[src/verilog/uvio_pkg.sv]
// uvio_pkg: constants and types for the virtual i/o pin block.
// assumes one 200 MHz clock; usb state and buffer levels come from neighbouring blocks.
package uvio_pkg;
  localparam int unsigned NUM_PINS = 11;
  localparam int unsigned CLK_MHZ = 200;
  localparam int unsigned IND_TIME_MS = 100;
  localparam int unsigned IND_CYCLES = IND_TIME_MS * 1000 * CLK_MHZ;
  localparam int unsigned BUF_DEPTH = 128;
  localparam logic [7:0] RX_SPACE_LOW = 8'h10;
  localparam logic [7:0] RX_SPACE_HIGH = 8'h20;
  localparam logic [6:0] SEND_BATCH = 7'h3f;
  localparam int unsigned SEND_PIN = 9;
  localparam int unsigned INT_PIN = 9;
  localparam int unsigned RESET_PIN = 0;
  localparam int unsigned ANALOG_PIN_LARGE = 1;
  localparam int unsigned ANALOG_PIN_SMALL = 3;

  typedef enum logic [4:0] {
    UVIO_FN_NONE = 5'h00,
    UVIO_FN_RESET = 5'h01,
    UVIO_FN_SELF_PWR = 5'h02,
    UVIO_FN_TX_IND = 5'h03,
    UVIO_FN_RX_IND = 5'h04,
    UVIO_FN_TXRX_IND = 5'h05,
    UVIO_FN_CONFIGURED = 5'h06,
    UVIO_FN_SUSPEND_N = 5'h07,
    UVIO_FN_HOST_RDY = 5'h08,
    UVIO_FN_LOW_PWR = 5'h09,
    UVIO_FN_ALL_GO_N = 5'h0a,
    UVIO_FN_RX_NOT_FULL = 5'h0b,
    UVIO_FN_TX_EMPTY = 5'h0c,
    UVIO_FN_SEND = 5'h0d,
    UVIO_FN_DIG_IN = 5'h0e,
    UVIO_FN_DIG_OUT = 5'h0f,
    UVIO_FN_INTERRUPT = 5'h10,
    UVIO_FN_ANALOG = 5'h11
  } uvio_fn_t;

  typedef enum logic [3:0] {
    UVIO_ST_INIT = 4'h1,
    UVIO_ST_READY = 4'h2,
    UVIO_ST_APP = 4'h4,
    UVIO_ST_SLEEP = 4'h8
  } uvio_usb_st_t;

  typedef struct packed {
    uvio_usb_st_t state;
    logic hub_powered;
  } uvio_usb_t;

  typedef struct packed {
    logic configured;
    logic suspend_n;
    logic low_pwr;
    logic all_go_n;
    logic host_rdy;
  } uvio_status_t;

  localparam logic [31:0] IND_CNT_ZERO = 32'h0;
endpackage

[src/verilog/uvio_pins.sv]
// uvio_pins: virtual i/o pin function mux, usb status, indicators and flow flags.
// assumes usb state, buffer events and pin functions arrive synchronous to ref_clk_i.
`timescale 1ns/10ps
`default_nettype none
module uvio_pins (
  input wire logic ref_clk_i,
  input wire logic rst_n_i,
  input wire logic [54:0] pin_fn_i,
  input wire logic small_pkg_i,
  input wire uvio_pkg::uvio_usb_t usb_i,
  input wire logic tx_to_host_i,
  input wire logic rx_from_host_i,
  input wire logic [7:0] rx_space_i,
  input wire logic rx_byte_i,
  input wire logic i2c_stop_i,
  input wire logic tx_push_i,
  input wire logic tx_last_start_i,
  input wire logic tx_buf_empty_i,
  input wire logic [10:0] pin_wr_data_i,
  input wire logic pin_wr_i,
  input wire logic [10:0] vio_in_i,
  output logic [10:0] vio_out_o,
  output logic [10:0] vio_oe_o,
  output logic [10:0] pin_rd_o,
  output logic self_pwr_o,
  output logic rx_store_o,
  output logic forward_o,
  output logic send_irq_o,
  output logic int_evt_o,
  output logic pin_reset_o,
  output logic analog_sel_o,
  output logic [3:0] analog_pin_o
);
  uvio_pkg::uvio_fn_t fn [uvio_pkg::NUM_PINS];
  uvio_pkg::uvio_status_t status;
  logic [31:0] tx_cnt_reg;
  logic [31:0] rx_cnt_reg;
  logic [31:0] trx_cnt_reg;
  logic rx_nf_reg;
  logic tx_empty_reg;
  logic [10:0] dout_reg;
  logic [6:0] held_reg;
  logic send_prev_reg;
  logic int_prev_reg;
  logic send_lvl;
  logic int_lvl;

  always_comb begin
    for (int i = 0; i < uvio_pkg::NUM_PINS; i++) begin
      fn[i] = uvio_pkg::uvio_fn_t'(pin_fn_i[i*5 +: 5]);
    end
  end

  always_comb begin
    status.configured = (usb_i.state != uvio_pkg::UVIO_ST_INIT);
    status.suspend_n = (usb_i.state != uvio_pkg::UVIO_ST_SLEEP);
    status.low_pwr = (usb_i.state == uvio_pkg::UVIO_ST_INIT) ||
                     (usb_i.state == uvio_pkg::UVIO_ST_SLEEP) || !usb_i.hub_powered;
    status.all_go_n = !(status.configured && status.suspend_n);
    status.host_rdy = (usb_i.state == uvio_pkg::UVIO_ST_APP);
  end

  always_ff @(posedge ref_clk_i or negedge rst_n_i) begin
    if (!rst_n_i) begin
      tx_cnt_reg <= uvio_pkg::IND_CNT_ZERO;
    end else if (tx_to_host_i) begin
      tx_cnt_reg <= 32'(uvio_pkg::IND_CYCLES);
    end else if (tx_cnt_reg != uvio_pkg::IND_CNT_ZERO) begin
      tx_cnt_reg <= tx_cnt_reg - 32'h1;
    end
  end

  always_ff @(posedge ref_clk_i or negedge rst_n_i) begin
    if (!rst_n_i) begin
      rx_cnt_reg <= uvio_pkg::IND_CNT_ZERO;
    end else if (rx_from_host_i) begin
      rx_cnt_reg <= 32'(uvio_pkg::IND_CYCLES);
    end else if (rx_cnt_reg != uvio_pkg::IND_CNT_ZERO) begin
      rx_cnt_reg <= rx_cnt_reg - 32'h1;
    end
  end

  always_ff @(posedge ref_clk_i or negedge rst_n_i) begin
    if (!rst_n_i) begin
      trx_cnt_reg <= uvio_pkg::IND_CNT_ZERO;
    end else if (tx_to_host_i || rx_from_host_i) begin
      trx_cnt_reg <= 32'(uvio_pkg::IND_CYCLES);
    end else if (trx_cnt_reg != uvio_pkg::IND_CNT_ZERO) begin
      trx_cnt_reg <= trx_cnt_reg - 32'h1;
    end
  end

  always_ff @(posedge ref_clk_i or negedge rst_n_i) begin
    if (!rst_n_i) begin
      rx_nf_reg <= 1'b1;
    end else if (rx_space_i <= uvio_pkg::RX_SPACE_LOW) begin
      rx_nf_reg <= 1'b0;
    end else if (rx_space_i >= uvio_pkg::RX_SPACE_HIGH) begin
      rx_nf_reg <= 1'b1;
    end
  end

  // store only with space; flag is advisory
  always_ff @(posedge ref_clk_i or negedge rst_n_i) begin
    if (!rst_n_i) begin
      rx_store_o <= 1'b0;
    end else begin
      rx_store_o <= rx_byte_i && (rx_space_i != 8'h00);
    end
  end

  // tx empty: push wins over the last byte leaving
  always_ff @(posedge ref_clk_i or negedge rst_n_i) begin
    if (!rst_n_i) begin
      tx_empty_reg <= 1'b1;
    end else if (tx_push_i) begin
      tx_empty_reg <= 1'b0;
    end else if (tx_last_start_i && tx_buf_empty_i) begin
      tx_empty_reg <= 1'b1;
    end
  end

  always_ff @(posedge ref_clk_i or negedge rst_n_i) begin
    if (!rst_n_i) begin
      dout_reg <= 11'h000;
    end else if (pin_wr_i) begin
      dout_reg <= pin_wr_data_i;
    end
  end

  assign send_lvl = (fn[uvio_pkg::SEND_PIN] == uvio_pkg::UVIO_FN_SEND) && vio_in_i[uvio_pkg::SEND_PIN];
  assign int_lvl = (fn[uvio_pkg::INT_PIN] == uvio_pkg::UVIO_FN_INTERRUPT) && vio_in_i[uvio_pkg::INT_PIN];

  always_ff @(posedge ref_clk_i or negedge rst_n_i) begin
    if (!rst_n_i) begin
      held_reg <= 7'h00;
    end else if (forward_o) begin
      held_reg <= {6'h00, rx_store_o};
    end else if (rx_store_o && held_reg != 7'h7f) begin
      held_reg <= held_reg + 7'h01;
    end
  end

  always_ff @(posedge ref_clk_i or negedge rst_n_i) begin
    if (!rst_n_i) begin
      send_prev_reg <= 1'b0;
      send_irq_o <= 1'b0;
      forward_o <= 1'b0;
    end else begin
      send_prev_reg <= send_lvl;
      send_irq_o <= send_lvl && !send_prev_reg;
      // forward on send start, batch or stop while send active
      forward_o <= send_lvl && !forward_o &&
                   (!send_prev_reg || held_reg >= uvio_pkg::SEND_BATCH || i2c_stop_i);
    end
  end

  always_ff @(posedge ref_clk_i or negedge rst_n_i) begin
    if (!rst_n_i) begin
      int_prev_reg <= 1'b0;
      int_evt_o <= 1'b0;
    end else begin
      int_prev_reg <= int_lvl;
      int_evt_o <= int_lvl && !int_prev_reg;
    end
  end

  // pin drive and readback, all registered
  always_ff @(posedge ref_clk_i or negedge rst_n_i) begin
    if (!rst_n_i) begin
      vio_out_o <= 11'h000;
      vio_oe_o <= 11'h000;
      pin_rd_o <= 11'h000;
      self_pwr_o <= 1'b0;
      pin_reset_o <= 1'b0;
      analog_sel_o <= 1'b0;
      analog_pin_o <= 4'h0;
    end else begin
      self_pwr_o <= 1'b0;
      analog_sel_o <= 1'b0;
      analog_pin_o <= 4'h0;
      pin_reset_o <= (fn[uvio_pkg::RESET_PIN] == uvio_pkg::UVIO_FN_RESET) && !vio_in_i[uvio_pkg::RESET_PIN];
      for (int i = 0; i < uvio_pkg::NUM_PINS; i++) begin
        logic drv;
        logic val;
        drv = 1'b1;
        val = 1'b0;
        // no function and other inputs default to undriven
        unique case (fn[i])
          // indicators include the live event so the pin answers one cycle after it
          uvio_pkg::UVIO_FN_TX_IND: val = tx_to_host_i || (tx_cnt_reg != uvio_pkg::IND_CNT_ZERO);
          uvio_pkg::UVIO_FN_RX_IND: val = rx_from_host_i || (rx_cnt_reg != uvio_pkg::IND_CNT_ZERO);
          uvio_pkg::UVIO_FN_TXRX_IND: val = tx_to_host_i || rx_from_host_i ||
                                            (trx_cnt_reg != uvio_pkg::IND_CNT_ZERO);
          uvio_pkg::UVIO_FN_CONFIGURED: val = status.configured;
          uvio_pkg::UVIO_FN_SUSPEND_N: val = status.suspend_n;
          uvio_pkg::UVIO_FN_HOST_RDY: val = status.host_rdy;
          uvio_pkg::UVIO_FN_LOW_PWR: val = status.low_pwr;
          uvio_pkg::UVIO_FN_ALL_GO_N: val = status.all_go_n;
          uvio_pkg::UVIO_FN_RX_NOT_FULL: val = rx_nf_reg;
          // next value of the flag, so a push shows on the pin one cycle later
          uvio_pkg::UVIO_FN_TX_EMPTY: val = !tx_push_i && (tx_empty_reg || (tx_last_start_i && tx_buf_empty_i));
          uvio_pkg::UVIO_FN_DIG_OUT: val = dout_reg[i];
          default: drv = 1'b0;
        endcase
        if (i == uvio_pkg::RESET_PIN) begin
          drv = 1'b0;
        end
        vio_oe_o[i] <= drv;
        vio_out_o[i] <= drv & val;
        if (fn[i] == uvio_pkg::UVIO_FN_DIG_OUT) begin
          pin_rd_o[i] <= dout_reg[i];
        end else begin
          pin_rd_o[i] <= vio_in_i[i];
        end
        if (fn[i] == uvio_pkg::UVIO_FN_SELF_PWR && vio_in_i[i]) begin
          self_pwr_o <= 1'b1;
        end
        if (fn[i] == uvio_pkg::UVIO_FN_ANALOG &&
            i == (small_pkg_i ? uvio_pkg::ANALOG_PIN_SMALL : uvio_pkg::ANALOG_PIN_LARGE)) begin
          analog_sel_o <= 1'b1;
          analog_pin_o <= 4'(i);
        end
      end
    end
  end
endmodule
`default_nettype wire

[config.mk]
export PLATFORM = sky130hd
export DESIGN_NAME = uvio_pins
export DESIGN_NICKNAME = d
export VERILOG_FILES = /design/src/verilog/uvio_pkg.sv /design/src/verilog/uvio_pins.sv
export SDC_FILE = /design/constraint.sdc
export NUM_CORES = 1
export LEC_CHECK = 0
export BUFFER_PORTS_ARGS = -buffer_cell sky130_fd_sc_hd__buf_2
export CAP_MARGIN = 0
export CORE_MARGIN = 2
export CORE_UTILIZATION = 40
export CTS_CLUSTER_SIZE = 30
export DETAILED_ROUTE_END_ITERATION = 16
export RECOVER_POWER = 50
export SYNTH_ARGS = -nofsm -noshare
export SYNTH_HDL_FRONTEND = slang
export SYNTH_SLANG_ARGS = --single-unit
[constraint.sdc]
create_clock -name ref_clk_i -period 2.5 [get_ports ref_clk_i]
set_clock_uncertainty 0.1 [all_clocks]
set_input_delay 0.125 -clock ref_clk_i [delete_from_list [all_inputs] [get_ports ref_clk_i]]
set_output_delay 0.125 -clock ref_clk_i [all_outputs]
set_load 0.005 [all_outputs]
==> impl_metrics.tcl, run 1 <==
set metrics [dict create \
    drt_iter0_markers 473 \
    fill_cells 2070 \
    cpMostUsedCell "sky130_fd_sc_hd__or4_4" \
    crit_path_max_incr_delay_ns 0.56 \
    synth-async-reset-ratio 1.00 \
    firstDrtPassIters 5 \
    place.gp.congestion 0.904 \
    final.period_utilization 0.968 \
    first_pass_grt_wire_length_um 42200 \
    crit_slowest_cell "sky130_fd_sc_hd__or4_4" \
    dp_worst_setup_slack_ns -0.0250 \
    report.final.slew_viol_count 68 \
    holdCritStartpoint "pin_fn_i[53]" \
    cts_sinks 157 \
    grt_util_all_layers 0.219 \
    route.detailed.drc 0 \
    critPathArrivalTime_ns 2.62 \
    boundaryPins 145 \
    area_delta_synth_final_pct 31.9 \
    vias 8624 \
    fin_total_pwr_mw 6.67 \
    max_freq_mhz 413 \
    cts_buffers 17 \
    sum_of_overflow_across_all_layers_after_global_routing 0 \
    clock_latency_ns 0.43 \
    status "complete, but fails checks" \
    initial_antenna_violation_count 1 \
    synth.top_cells.by_count "sky130_fd_sc_hd__dfrtp_1 (155), sky130_fd_sc_hd__nor2_1 (134), sky130_fd_sc_hd__nand2_1 (82)" \
    final_nets 1387 \
    number_of_enable_type_register_cells_in_the_synthesized_netlist 0 \
    grt_max_degree 69 \
    static-leakage-power_nw 5.07 \
    number_of_global_route_vias_before_repair 8269 \
    fp.dieArea_mm2 0.0242 \
    routedWlPerCell_um 16.5 \
    final_hold_viol_count 0 \
    finalSetupTns_ns 0 \
    criticalPathCategory "flop to flop" \
    post_synth.cell_area_avg_um2 9.07 \
    post_synth_inst_count 1011 \
    root_buffer_master "sky130_fd_sc_hd__clkbuf_16" \
    cts-root-to-sink-buffers 2 \
    routed_wirelength_um 26100 \
    critPathLaunchType "flop" \
    clkTransAtPathRegs_ns 0.07 \
    ys_ff_latch 157 \
    detail-route-antenna-nets 0 \
    cellPowerDensity_mw_per_mm2 551 \
    setup.worst_path.end_class "flop" \
    core_area_mm2 0.0226 \
    netlist.top_cell.by_area "sky130_fd_sc_hd__dfrtp_1" \
    post-synth-top-count-cell "sky130_fd_sc_hd__dfrtp_1" \
    fraction_of_post_synthesis_cell_area_in_the_top_cell_type_by_area 0.423 \
    rows 55 \
    failed_checks "max-capacitance violations, max-slew violations" \
    layout_setup_ws_ns 0.0799 \
    post-dp-hpwl_um 18400 \
    ys_warn_count 0 \
    crit-reg2reg-launch "tx_cnt_reg[20]$_DFFE_PN0P_" \
    maxCapViolations 1 \
    ys_top_cells_by_area "sky130_fd_sc_hd__dfrtp_1 (42%), sky130_fd_sc_hd__nor2_1 (5.5%), sky130_fd_sc_hd__xor2_1 (3.9%)" \
    final_core_utilization 0.536 \
    worst-path-max-fanout 4 \
    max_slew_margin -0.236 \
    critPathLaunch "tx_cnt_reg[20]$_DFFE_PN0P_" \
    finalCriticalPeriod_ns 2.42 \
    cts_htree_levels 4 \
    vdd_drop_max_mv 0.438 \
    io_buffer_count 140 \
    drive_gt1_frac 0.240 \
    post_synth_num_cell_types 82 \
    synth-seq-area-share 0.429 \
    cts_tree "built" \
    synth_area_mm2 0.00917 \
    timing.hold.ws_ns 0.0260 \
    required_ns 2.70 \
    tightestPinTransition_ns 1.85 \
    avgViaCountPerCell 5.45 \
    min_path_type "primary input to flop" \
    synth-main-ff-cell "sky130_fd_sc_hd__dfrtp_1" \
    timing.critical_path.cells "or4_4 -> nand4bb_1 -> or3_4 -> or4_4 -> xor2_2 -> nor2_1" \
    die_height_um 155 \
    start_util 0.406 \
    die_w_um 155 \
    setup_violations 0 \
]
critical path: cells and delay by family (launching register included):
kind          cells  cell delay, ns
flops             1            0.39
xor+xnor          1            0.13
simple gates      5            1.68
through the flow:
stage | instance area [um^2] | std cells
CTS | 12000 | 1575
finish | 12100 | 1581
global placement | 10600 | 1462
global route | 12100 | 1580
detailed placement | 10600 | 1462
floorplan | 9180 | 1014
final cells by class:
cell class	instances	area, um^2	share of cell area
diodes	1	2.50	0.000207
clock buffers	19	453	0.0374
clock inverters	13	130	0.0108
inverters	17	63.8	0.00527
multi-input cells	782	5010	0.415
flip-flops and latches	157	3930	0.325
well taps	285	357	0.0295
repair buffers	307	2150	0.177
layout by cell type, fill, tap and decap left out, types with 13 or more instances in the layout:
cell type,Yosys,final
sky130_fd_sc_hd__xnor2_1,28,28
sky130_fd_sc_hd__xor2_1,41,40
sky130_fd_sc_hd__nor3_1,40,40
sky130_fd_sc_hd__inv_1,16,16
sky130_fd_sc_hd__o21ai_0,29,29
sky130_fd_sc_hd__a31oi_1,13,13
sky130_fd_sc_hd__clkbuf_1,43,25
sky130_fd_sc_hd__buf_2,2,114
sky130_fd_sc_hd__mux2_2,27,27
sky130_fd_sc_hd__nand2b_1,30,30
sky130_fd_sc_hd__nand3_1,37,36
sky130_fd_sc_hd__a21oi_1,39,38
sky130_fd_sc_hd__nand3b_1,16,16
sky130_fd_sc_hd__buf_4,6,81
sky130_fd_sc_hd__or3_1,15,15
sky130_fd_sc_hd__or4_1,16,15
sky130_fd_sc_hd__nor2b_1,16,16
sky130_fd_sc_hd__dlygate4sd3_1,0,81
sky130_fd_sc_hd__nor4_1,26,24
sky130_fd_sc_hd__nand2_1,82,81
sky130_fd_sc_hd__clkbuf_16,0,17
sky130_fd_sc_hd__nor2_1,134,130
sky130_fd_sc_hd__dfrtp_1,155,155
sky130_fd_sc_hd__nand4_1,28,28
sky130_fd_sc_hd__o31ai_1,13,13
logic make-up after synthesis:
logic type,share of synthesized area
other cells,0.000409
compound gates,0.116
mux,0.0408
buf+inv,0.0355
simple gates,0.307
xor+xnor,0.0659
fa+ha+maj,0.00546
flops,0.429
worst paths after layout:
| check | endpoint | cells past startpoint | slack [ns] |
|---|---|---|---|
| worst min register to register | int_evt_o$_DFF_PN0_ | 1 | 0.30 |
| worst max-delay path | tx_cnt_reg[30]$_DFFE_PN0P_ | 6 | 0.08 |
| max in group asynchronous | vio_out_o[8]$_DFF_PN0_ | 3 | 0.40 |
| min in group asynchronous | rx_cnt_reg[25]$_DFFE_PN0P_ | 2 | 0.64 |
| worst min-delay path | vio_out_o[10]$_DFF_PN0_ | 4 | 0.03 |
| worst max register to register | tx_cnt_reg[30]$_DFFE_PN0P_ | 6 | 0.08 |
layer usage:
| layer | track usage | share of wire |
|---|---|---|
| met5 | 0 | 0 |
| met1 | 0.306 | 0.47 |
| met3 | 0.0401 | 0.046 |
| met2 | 0.346 | 0.46 |
| met4 | 0.0695 | 0.017 |
timing repair:
action / CTS / global route
hold buffers: 81 / 0
endpoints found under the hold margin: 112 / 0
buffers inserted: 0 / 6
resized for setup: 2 / 16
pin swaps: 2 / 13
endpoints found under the setup margin: 2 / 13
power by group:
part | switching [mW] | total, mW | internal [mW]
registers | 0.147 | 2.86 | 2.71
logic | 0.639 | 1.20 | 0.563
clock network | 1.16 | 2.61 | 1.45
total | 1.95 | 6.67 | 4.72
(Power assumes the default switching activity.)
==> run 2: changes to the inputs <==
==> constraint.sdc (replaced) <==
create_clock -name ref_clk_i -period 2 [get_ports ref_clk_i]
set_clock_uncertainty 0.1 [all_clocks]
set_input_delay 0.1 -clock ref_clk_i [delete_from_list [all_inputs] [get_ports ref_clk_i]]
set_output_delay 0.1 -clock ref_clk_i [all_outputs]
set_load 0.005 [all_outputs]
==> run 2 against run 1 <==
  * The run ends with negative setup slack left
  * Sequential share of layout area fell by 5.0 points
  * Critical path depth rose by 1
  * Sequential power rose by 25%
  * Critical endpoint is now vio_out_o[1]$_DFF_PN0_
  * Register-to-register slack got worse by 0.52 ns
  * Hold slack got worse by 0.0036 ns
  * Cell area rose by 18%
==> impl_metrics.tcl, run 2 (synthesis gave the netlist of run 1 again) <==
set metrics [dict create \
    final.period_utilization 1.22 \
    maxCapViolations 0 \
    post-dp-hpwl_um 19300 \
    critPathLaunchType "flop" \
    cts_sinks 157 \
    number_of_cells_on_the_worst_reg_to_reg_path 7 \
    avgViaCountPerCell 5.41 \
    routedWlPerCell_um 16.9 \
    clock_latency_ns 0.44 \
    static-leakage-power_nw 6.13 \
    cts_tree "built" \
    report.final.slew_viol_count 0 \
    mostFrequentLayoutCell "sky130_fd_sc_hd__buf_4" \
    initial_antenna_violation_count 2 \
    die_height_um 155 \
    required_ns 2.20 \
    setup.worst_path.end_class "flop" \
    first_pass_grt_wire_length_um 46600 \
    endpoint "vio_out_o[1]$_DFF_PN0_" \
    vias 9386 \
    layout_setup_ws_ns -0.435 \
    root_buffer_master "sky130_fd_sc_hd__clkbuf_16" \
    postLayoutCellArea_mm2 0.0143 \
    grt_max_degree 51 \
    timing.hold.ws_ns 0.0223 \
    placement.cell_area_mm2 0.0116 \
    cts_htree_levels 4 \
    route.detailed.drc 0 \
    detail-route-antenna-nets 0 \
    dp_cells 1567 \
    final_nets 1540 \
    final_hold_viol_count 0 \
    boundaryPins 145 \
    setup_violations 100 \
    clkTransAtPathRegs_ns 0.07 \
    fp.dieArea_mm2 0.0242 \
    finalCriticalPeriod_ns 2.44 \
    max_slew_margin 0.152 \
    crit-reg2reg-launch "trx_cnt_reg[27]$_DFFE_PN0P_" \
    criticalPathCategory "flop to flop" \
    rows 55 \
    place.gp.congestion 0.857 \
    firstDrtPassIters 5 \
    area_delta_synth_final_pct 56.0 \
    cts_buffers 17 \
    tightestPinTransition_ns 1.27 \
    dp_worst_setup_slack_ns -0.438 \
    worst-path-max-fanout 11 \
    cts-root-to-sink-buffers 2 \
    start_util 0.406 \
    critPathLaunch "trx_cnt_reg[27]$_DFFE_PN0P_" \
    critical_path.reg2reg.endpoint "vio_out_o[1]$_DFF_PN0_" \
    sum_of_overflow_across_all_layers_after_global_routing 0 \
    timing.reg2reg.setup_slack_ns -0.44 \
    failed_checks "negative setup slack" \
    fill_cells 1822 \
    io_buffer_count 140 \
    critPathArrivalTime_ns 2.64 \
    fin_total_pwr_mw 9.00 \
    number_of_global_route_vias_before_repair 9379 \
    die_w_um 155 \
    drive_gt1_frac 0.410 \
    min_path_type "primary input to flop" \
    routed_wirelength_um 29400 \
    most_used_cells_in_the_layout_excluding_fill_and_tap_cells "sky130_fd_sc_hd__buf_4 (191), sky130_fd_sc_hd__dfrtp_1 (152), sky130_fd_sc_hd__buf_2 (140), sky130_fd_sc_hd__nor2_1 (122), sky130_fd_sc_hd__dlygate4sd3_1 (89)" \
    finish.cell_count_without_fillers 1735 \
    grt_util_all_layers 0.240 \
    cellPowerDensity_mw_per_mm2 629 \
    core_area_mm2 0.0226 \
    max_freq_mhz 411 \
    vdd_drop_max_mv 0.557 \
    status "complete, but fails checks" \
    finalSetupTns_ns -23.17 \
    drt_iter0_markers 416 \
    rsz_0062_raised_after_global_routing "yes" \
    final_core_utilization 0.634 \
]
==> run 2: cell count changes in the layout (fill, tap and decap cells not counted), sizes merged <==
cell | before | now
buf | 197 | 370
clkinv | 5 | 4
clkbuf | 48 | 19
diode | 1 | 2
bufinv | 1 | 2
dlygate4sd3 | 81 | 89
inv | 21 | 25
clkinvlp | 3 | 0
==> run 2: cell type report <==
| cell class | instances | area (um^2) | share of cell area |
|---|---|---|---|
| Antenna cell | 2 | 5.00 | 0.000350 |
| Clock buffer | 18 | 439 | 0.0307 |
| Tap cell | 285 | 357 | 0.0249 |
| Timing Repair Buffer | 460 | 3500 | 0.245 |
| Multi-Input combinational cell | 782 | 5830 | 0.408 |
| Inverter | 17 | 63.8 | 0.00446 |
| Clock inverter | 14 | 170 | 0.0119 |
| Sequential cell | 157 | 3940 | 0.275 |
==> run 2: power breakdown <==
| part | switching, mW | internal [mW] | total (mW) |
|---|---|---|---|
| Combinational | 1.01 | 1.01 | 2.02 |
| Sequential | 0.189 | 3.39 | 3.58 |
| Clock | 1.48 | 1.92 | 3.41 |
==> run 2: worst min-delay path by stage <==
stage,startpoint,endpoint,cells past startpoint
floorplan,rst_n_i,analog_pin_o[0]$_DFF_PN0_,0
global placement,rst_n_i,held_reg[2]$_DFFE_PN0P_,1
detailed placement,rst_n_i,held_reg[2]$_DFFE_PN0P_,1
CTS,pin_fn_i[32],vio_out_o[6]$_DFF_PN0_,4
global route,pin_fn_i[20],vio_out_o[4]$_DFF_PN0_,3
finish,pin_fn_i[46],send_prev_reg$_DFF_PN0_,3
==> run 2: what timing repair did <==
item / 4_1_cts / 5_1_grt
hold buffers: 89 / 0
setup buffers: 33 / 24
pin swaps: 55 / 48
gates resized for setup: 115 / 86
hold endpoints to repair: 207 / 0
setup endpoints to repair: 101 / 107
==> run 2: critical path, cell delays in order, from the launching register on <==
cell and delay, ns:
sky130_fd_sc_hd__dfrtp_1 0.40, sky130_fd_sc_hd__or4_4 0.58, sky130_fd_sc_hd__or4b_4 0.56, sky130_fd_sc_hd__nor4_4 0.20, sky130_fd_sc_hd__buf_12 0.19, sky130_fd_sc_hd__nor4_2 0.05
sky130_fd_sc_hd__nor4_2 0.13, sky130_fd_sc_hd__nand3_1 0.09
==> run 2: metal layers <==
metal	global-route usage	wire length, um
met3	0.0501	1330
met2	0.414	14800
met1	0.302	12600
met4	0.0743	662
met5	0	0
